### config.mk
export PLATFORM = sky130hd
export DESIGN_NAME = hst_selftest
export DESIGN_NICKNAME = d
export VERILOG_FILES = /design/src/hst_pkg.sv /design/src/hst_sync_if.sv /design/src/hst_selftest.sv /design/src/hst_sync.sv
export SDC_FILE = /design/constraint.sdc
export NUM_CORES = 1
export LEC_CHECK = 0
export BUFFER_PORTS_ARGS = -buffer_cell sky130_fd_sc_hd__buf_4
export CAP_MARGIN = 20
export CORE_MARGIN = 2
export CORE_UTILIZATION = 60
export CTS_BUF_LIST = sky130_fd_sc_hd__clkbuf_16
export CTS_CLUSTER_SIZE = 10
export DETAILED_ROUTE_END_ITERATION = 10
export GPL_ROUTABILITY_DRIVEN = 0
export PLACE_DENSITY_LB_ADDON = 0.2
export SYNTH_ARGS = -nofsm -noshare
export SYNTH_HDL_FRONTEND = slang
export SYNTH_SLANG_ARGS = --single-unit
### constraint.sdc
create_clock -name CLK -period 2.7 [get_ports CLK]
set_clock_uncertainty 0.1 [all_clocks]
set_input_delay 0.135 -clock CLK [delete_from_list [all_inputs] [get_ports CLK]]
set_output_delay 0.135 -clock CLK [all_outputs]
set_load 0.01 [all_outputs]
### src/hst_pkg.sv
// Package for the power-on self-test of the magnetic switch.
// Assumes a single 50 MHz clock; all times are converted to cycle counts here.
package hst_pkg;
    localparam int CLK_MHZ = 50;
    // Times in microseconds
    localparam int RLS_MIN_US = 20;
    localparam int FALL_DLY_US = 10;
    localparam int RISE_DLY_US = 10;
    localparam int LIVE_DLY_US = 30;
    // Cycle counts derived from the rate
    localparam int RLS_MIN_CYC = RLS_MIN_US * CLK_MHZ;
    localparam int FALL_DLY_CYC = FALL_DLY_US * CLK_MHZ;
    localparam int RISE_DLY_CYC = RISE_DLY_US * CLK_MHZ;
    localparam int LIVE_DLY_CYC = (LIVE_DLY_US - FALL_DLY_US - RISE_DLY_US) * CLK_MHZ;
    // Edges the pin synchroniser needs before the line level can be trusted
    localparam int SYNC_LAG_CYC = 2;
    localparam int CNT_W = 12;
    localparam logic [CNT_W-1:0] CNT_RST = 12'h000;

    typedef enum logic [2:0] {
        HST_POWER_UP = 3'b000,
        HST_HELD_LOW = 3'b001,
        HST_WAIT_FALL = 3'b010,
        HST_DRIVE_LOW = 3'b011,
        HST_WAIT_LIVE = 3'b100,
        HST_NORMAL = 3'b101
    } hst_state_t;
endpackage

### src/hst_sync_if.sv
// Carrier between the top module and its input synchroniser.
// Assumes both ends run on the same clock.
interface hst_sync_if;
    logic [2:0] raw;
    logic [2:0] synced;
    modport src (output raw, input synced);
    modport dst (input raw, output synced);
endinterface

### src/hst_selftest.sv
// Power-on self-test sequencer and output drivers of the magnetic switch.
// Assumes RST stands for supply power-up: its release is the supply reaching 90 percent.
// Line levels and the field comparator results arrive asynchronously.
import hst_pkg::*;

module hst_selftest
#(
    parameter int RLS_MIN = hst_pkg::RLS_MIN_CYC,
    parameter int FALL_DLY = hst_pkg::FALL_DLY_CYC,
    parameter int RISE_DLY = hst_pkg::RISE_DLY_CYC,
    parameter int LIVE_DLY = hst_pkg::LIVE_DLY_CYC
)
(
    input wire logic CLK,
    input wire logic RST,
    input wire logic OUT_LINE_IN,
    input wire logic ABOVE_OPERATE,
    input wire logic BELOW_RELEASE_THRESHOLD,
    output logic FIRST_SWITCH_OUTPUT_OE_N,
    output logic SECOND_SWITCH_OUTPUT_OE_N,
    output logic FIRST_SWITCH_OUTPUT_O,
    output logic SECOND_SWITCH_OUTPUT_O,
    output logic DIAG_ACTIVE
);
    import hst_pkg::*;

    hst_sync_if sio ();
    hst_state_t state_reg;
    hst_state_t state_next;
    logic [CNT_W-1:0] cnt_reg;
    logic [CNT_W-1:0] cnt_next;
    logic magnet_reg;
    logic magnet_next;
    logic oe_n_reg;
    logic drive_next;
    logic diag_reg;
    logic diag_next;
    logic line_low;
    logic field_on;
    logic field_off;
    logic cnt_done_rls;
    logic cnt_done_fall;
    logic cnt_done_rise;
    logic cnt_done_live;
    logic sync_full;
    logic [CNT_W-1:0] cnt_inc;

    ////////////////////////////////////////////////////////////////////////
    // Pin synchronisers
    assign sio.raw = {OUT_LINE_IN, ABOVE_OPERATE, BELOW_RELEASE_THRESHOLD};

    hst_sync u_sync
    (
        .CLK(CLK),
        .RST(RST),
        .sio(sio)
    );

    assign line_low = ~sio.synced[2];
    assign field_on = sio.synced[1];
    assign field_off = sio.synced[0];

    ////////////////////////////////////////////////////////////////////////
    // Counter compares; counter saturates so it never wraps
    assign cnt_inc = (cnt_reg == {CNT_W{1'b1}}) ? cnt_reg : cnt_reg + 12'h001;
    assign cnt_done_rls = (cnt_reg >= CNT_W'(RLS_MIN - 1));
    assign cnt_done_fall = (cnt_reg >= CNT_W'(FALL_DLY - 1));
    assign cnt_done_rise = (cnt_reg >= CNT_W'(RISE_DLY - 1));
    assign cnt_done_live = (cnt_reg >= CNT_W'(LIVE_DLY - 1));
    assign sync_full = (cnt_reg >= CNT_W'(SYNC_LAG_CYC)); // Synchroniser holds real pin levels

    ////////////////////////////////////////////////////////////////////////
    // Hysteresis latch: between thresholds the last decision is kept
    always_comb
    begin
        magnet_next = magnet_reg;
        if (field_on)
        begin
            magnet_next = 1'b1;
        end
        else if (field_off)
        begin
            magnet_next = 1'b0;
        end
    end

    ////////////////////////////////////////////////////////////////////////
    // Sequencer; only the power-up path leads into the test states
    always_comb
    begin
        state_next = state_reg;
        cnt_next = cnt_inc;
        drive_next = 1'b0;
        diag_next = 1'b0;
        case (state_reg)
            HST_POWER_UP:
            begin
                // Line must already be low when supply settles; the synchroniser
                // comes out of reset showing high, so judge only once it has filled
                if (sync_full)
                begin
                    cnt_next = CNT_RST;
                    if (line_low)
                    begin
                        state_next = HST_HELD_LOW;
                        diag_next = 1'b1;
                    end
                    else
                    begin
                        state_next = HST_NORMAL;
                    end
                end
            end
            HST_HELD_LOW:
            begin
                diag_next = 1'b1;
                if (!line_low)
                begin
                    cnt_next = CNT_RST;
                    if (cnt_done_rls)
                    begin
                        state_next = HST_WAIT_FALL;
                    end
                    else
                    begin
                        state_next = HST_NORMAL;
                        diag_next = 1'b0;
                    end
                end
            end
            HST_WAIT_FALL:
            begin
                diag_next = 1'b1;
                if (cnt_done_fall)
                begin
                    cnt_next = CNT_RST;
                    drive_next = 1'b1;
                    state_next = HST_DRIVE_LOW;
                end
            end
            HST_DRIVE_LOW:
            begin
                diag_next = 1'b1;
                drive_next = 1'b1;
                if (cnt_done_rise)
                begin
                    cnt_next = CNT_RST;
                    drive_next = 1'b0;
                    state_next = HST_WAIT_LIVE;
                end
            end
            HST_WAIT_LIVE:
            begin
                diag_next = 1'b1;
                if (cnt_done_live)
                begin
                    diag_next = 1'b0;
                    drive_next = magnet_next;
                    state_next = HST_NORMAL;
                end
            end
            HST_NORMAL:
            begin
                // Stays here until the next power-up
                cnt_next = cnt_reg;
                drive_next = magnet_next;
            end
            default:
            begin
                state_next = HST_NORMAL;
            end
        endcase
    end

    ////////////////////////////////////////////////////////////////////////
    // State registers; reset models a fresh power-up
    always_ff @(posedge CLK)
    begin
        if (RST)
        begin
            state_reg <= HST_POWER_UP;
            cnt_reg <= CNT_RST;
            magnet_reg <= 1'b0;
            oe_n_reg <= 1'b1;
            diag_reg <= 1'b0;
        end
        else
        begin
            state_reg <= state_next;
            cnt_reg <= cnt_next;
            magnet_reg <= magnet_next;
            oe_n_reg <= ~drive_next; // Stored inverted so the pin comes straight from a flop
            diag_reg <= diag_next;
        end
    end

    ////////////////////////////////////////////////////////////////////////
    // Open-drain outputs: enable low means pulling low; both outputs switch alike
    assign FIRST_SWITCH_OUTPUT_OE_N = oe_n_reg;
    assign SECOND_SWITCH_OUTPUT_OE_N = oe_n_reg;
    assign FIRST_SWITCH_OUTPUT_O = 1'b0;
    assign SECOND_SWITCH_OUTPUT_O = 1'b0;
    assign DIAG_ACTIVE = diag_reg;
endmodule

### src/hst_sync.sv
// Two-flip-flop synchroniser for the pins that arrive from outside.
// Assumes the pins are asynchronous levels.
module hst_sync
(
    input wire logic CLK,
    input wire logic RST,
    hst_sync_if.dst sio
);
    logic [2:0] meta_reg;
    logic [2:0] sync_reg;

    ////////////////////////////////////////////////////////////////////////
    // First stage read only by the second
    always_ff @(posedge CLK)
    begin
        if (RST)
        begin
            meta_reg <= 3'h7;
            sync_reg <= 3'h7;
        end
        else
        begin
            meta_reg <= sio.raw;
            sync_reg <= meta_reg;
        end
    end

    assign sio.synced = sync_reg;
endmodule

==> flow_summary.json <==
{
  "die_area_mm2": 0.002544,
  "synth_cells": 147,
  "die_y_um": 50.44,
  "relSlewSlack_pct": 65.65,
  "num_rows": 16,
  "whs_endpoint": "magnet_reg",
  "cts-root-buf": "clkbuf_16",
  "rsz0062_at_grt": "false",
  "setup_tns_ns": 0,
  "rr_worst_depth": 6,
  "drc_errors": 0,
  "holdCritPathClass": "in2reg",
  "io_buffers": 7,
  "r2r_start": "cnt_reg[0]",
  "layout_common_cells": "dfxtp_1, nor2_1, nand2_1, nand4_1, buf_4",
  "drt-total-wl_um": 2318,
  "crit_start": "cnt_reg[0]",
  "leakage_uw": 0.0005374,
  "async_reset_ff_share_pct": 0,
  "core_area_mm2": 0.002002,
  "wire_per_inst_um": 13.02,
  "status": "completed",
  "antenna_found_initial": 0,
  "final-seq-area_um2": 480.5,
  "drv_cap": 0,
  "clk_latency_ns": 0.26,
  "netSwitchingPower_uw": 330.7,
  "dpl.hpwl_um": 1704,
  "dieWidth_um": 50.44,
  "ys_warn_count": 0,
  "synth_seq_cells": 24,
  "setup_viol": 0,
  "required_ns": 2.70,
  "via_per_inst": 5.764,
  "synth_ff_type": "dfxtp_1",
  "clkPwrFrac_pct": 31.1,
  "syn_area_per_cell_um2": 8.801,
  "multi_input_area_um2": 698.2,
  "n_antenna_cell": 0,
  "cp_slowest_cell": "a2111oi_0",
  "peakVddDrop_uv": 555.9,
  "seq_area_frac_synth_pct": 37.14,
  "rrSetupSlack_ns": 0.64,
  "crit_chain": "ha_1 > a211oi_1 > o31ai_1 > nand3_1 > a21oi_1 > a2111oi_0",
  "grt_overflow": 0,
  "clock.fmax_ghz": 0.4857,
  "period_minus_slack_ns": 2.059,
  "syn_to_final_growth_pct": 9.091,
  "io_pins": 10,
  "largest_reg_flops": 12,
  "arrival_ns": 2.06,
  "ant_nets": 0,
  "power_frac_seq_pct": 44.2,
  "drt_pass1_iterations": 4,
  "start_util_pct": 64.63,
  "grt_pass1_vias": 983,
  "critical_path.startpoint_type": "flop",
  "clk_pin_slew_ns": 0.06,
  "clock-sinks": 24,
  "drt_iter0_markers": 25,
  "grt_max_degree": 15,
  "p_per_area_mw_per_mm2": 733.3,
  "synth_edf_count": 0,
  "final_common_cell": "dfxtp_1",
  "cts_buffer_depth": 2,
  "tightest_slew_ns": 0.5023,
  "end_kind": "flop",
  "p_total_uw": 1035,
  "crit_fanout": 5,
  "ys_types": 45,
  "grtUsageTotal_pct": 21.88,
  "maxSlewViolCount": 0,
  "placed_area_mm2": 0.001303,
  "ctsResizeCount": 0,
  "grt_pass1_wl_um": 4181,
  "cts_max_level": 1,
  "hold_depth": 2,
  "via_count": 1026,
  "drive_above_1_share_pct": 17.88,
  "power.internal_uw": 704.3,
  "min_period_over_period_pct": 76.26,
  "crit_path_max_incr_delay_ns": 0.48,
  "r2r_end": "state_reg[0]",
  "cts_buffers": 3,
  "cts_setup_buffers": 0,
  "crit_type": "reg2reg",
  "combPwrFrac_pct": 24.7,
  "fillerInstances": 162,
  "swShare_pct": 31.95,
  "cts_tree": "yes",
  "final_hold_viol_count": 0,
  "worstHoldStart": "RST",
  "final_nets": 159,
  "synth_area_mm2": 0.001294,
  "final_area_mm2": 0.001411
}
-- cell usage after synthesis (2+ instances only) --
| master | instances | area share [%] |
|---|---|---|
| nand2b_1 | 2 | 0.97 |
| nor3_1 | 4 | 1.5 |
| o21ai_1 | 2 | 0.77 |
| mux2i_1 | 2 | 1.5 |
| nand2_1 | 11 | 3.2 |
| a21oi_1 | 3 | 1.2 |
| buf_2 | 2 | 0.77 |
| nor2_1 | 20 | 5.8 |
| nor4_1 | 2 | 0.97 |
| buf_4 | 5 | 2.9 |
| inv_1 | 6 | 1.7 |
| clkbuf_1 | 2 | 0.58 |
| nand4_1 | 8 | 3.9 |
| xor2_1 | 6 | 4.1 |
| inv_2 | 2 | 0.58 |
| or2_2 | 6 | 2.9 |
| and4_1 | 2 | 1.4 |
| nand3_1 | 6 | 2.3 |
| dfxtp_1 | 24 | 37 |
| buf_6 | 3 | 2.6 |
| ha_1 | 2 | 1.9 |
| a211oi_1 | 4 | 2.3 |
-- how the worst max path moves through the flow --
stage	end	slack, ns	depth (start not counted)
floorplan	FIRST_SWITCH_OUTPUT_OE_N	0.94	5
global placement	cnt_reg[7]	0.81	6
detailed placement	state_reg[0]	0.70	6
CTS	state_reg[0]	0.68	6
global route	state_reg[0]	0.44	6
finish	state_reg[0]	0.64	6
-- power by group through the flow --
stage	Sequential (uW)	Combinational (uW)	Clock [uW]
floorplan	427	237	0
global placement	462	239	0
detailed placement	465	252	0
CTS	457	257	327
global route	466	291	339
finish	458	256	321
-- cells by family after synthesis --
kind of cell    share of synthesized area [%]
buf+inv                                 9.188
mux                                     1.547
xor+xnor                                4.739
other cells                            0.2899
flops                                   37.14
simple gates                            28.73
compound gates                          16.44
fa+ha+maj                               1.934
-- layout make-up --
type                       instances  share of cell area [%]
clock buffer                       3                   5.319
tap                               27                   2.394
clock inverter                     1                  0.2660
timing repair buffer              11                   6.383
sequential                        24                   34.04
multi-input combinational        104                   49.47
inverter                           8                   2.128
-- worst max-delay path, delay by kind of cell, from the launching register on --
family                     cells  cell delay, ns
AOI/OAI and AO/OA              4            1.02
and+or+nand+nor                1            0.13
DFF                            1            0.35
adders and majority gates      1            0.30
-- per-layer routing --
layer  global-route usage (%)  share of wire [%]
met5                        0                  0
met4                    13.06                2.3
met3                    2.976                4.7
met2                    36.84                 48
met1                    26.42                 45
-- per-stage QoR --
stage	util (%)	hold slack (ns)	setup WS, ns	std cells
2_1_floorplan	-	0.1388	0.9383	148
3_3_place_gp	65.06	0.2186	0.8098	171
3_5_place_dp	65.06	0.2220	0.7032	171
4_1_cts	70.50	0.03178	0.6830	178
5_1_grt	70.50	0.05927	0.4428	178
6_report	70.50	0.02611	0.6411	178
-- repair_timing --
item | in CTS | in global routing
hold endpoints to repair | 3 | 0
endpoints found under the setup margin | 0 | 0
hold buffers | 3 | 0
Note: power is estimated with default switching activity, not from simulation.
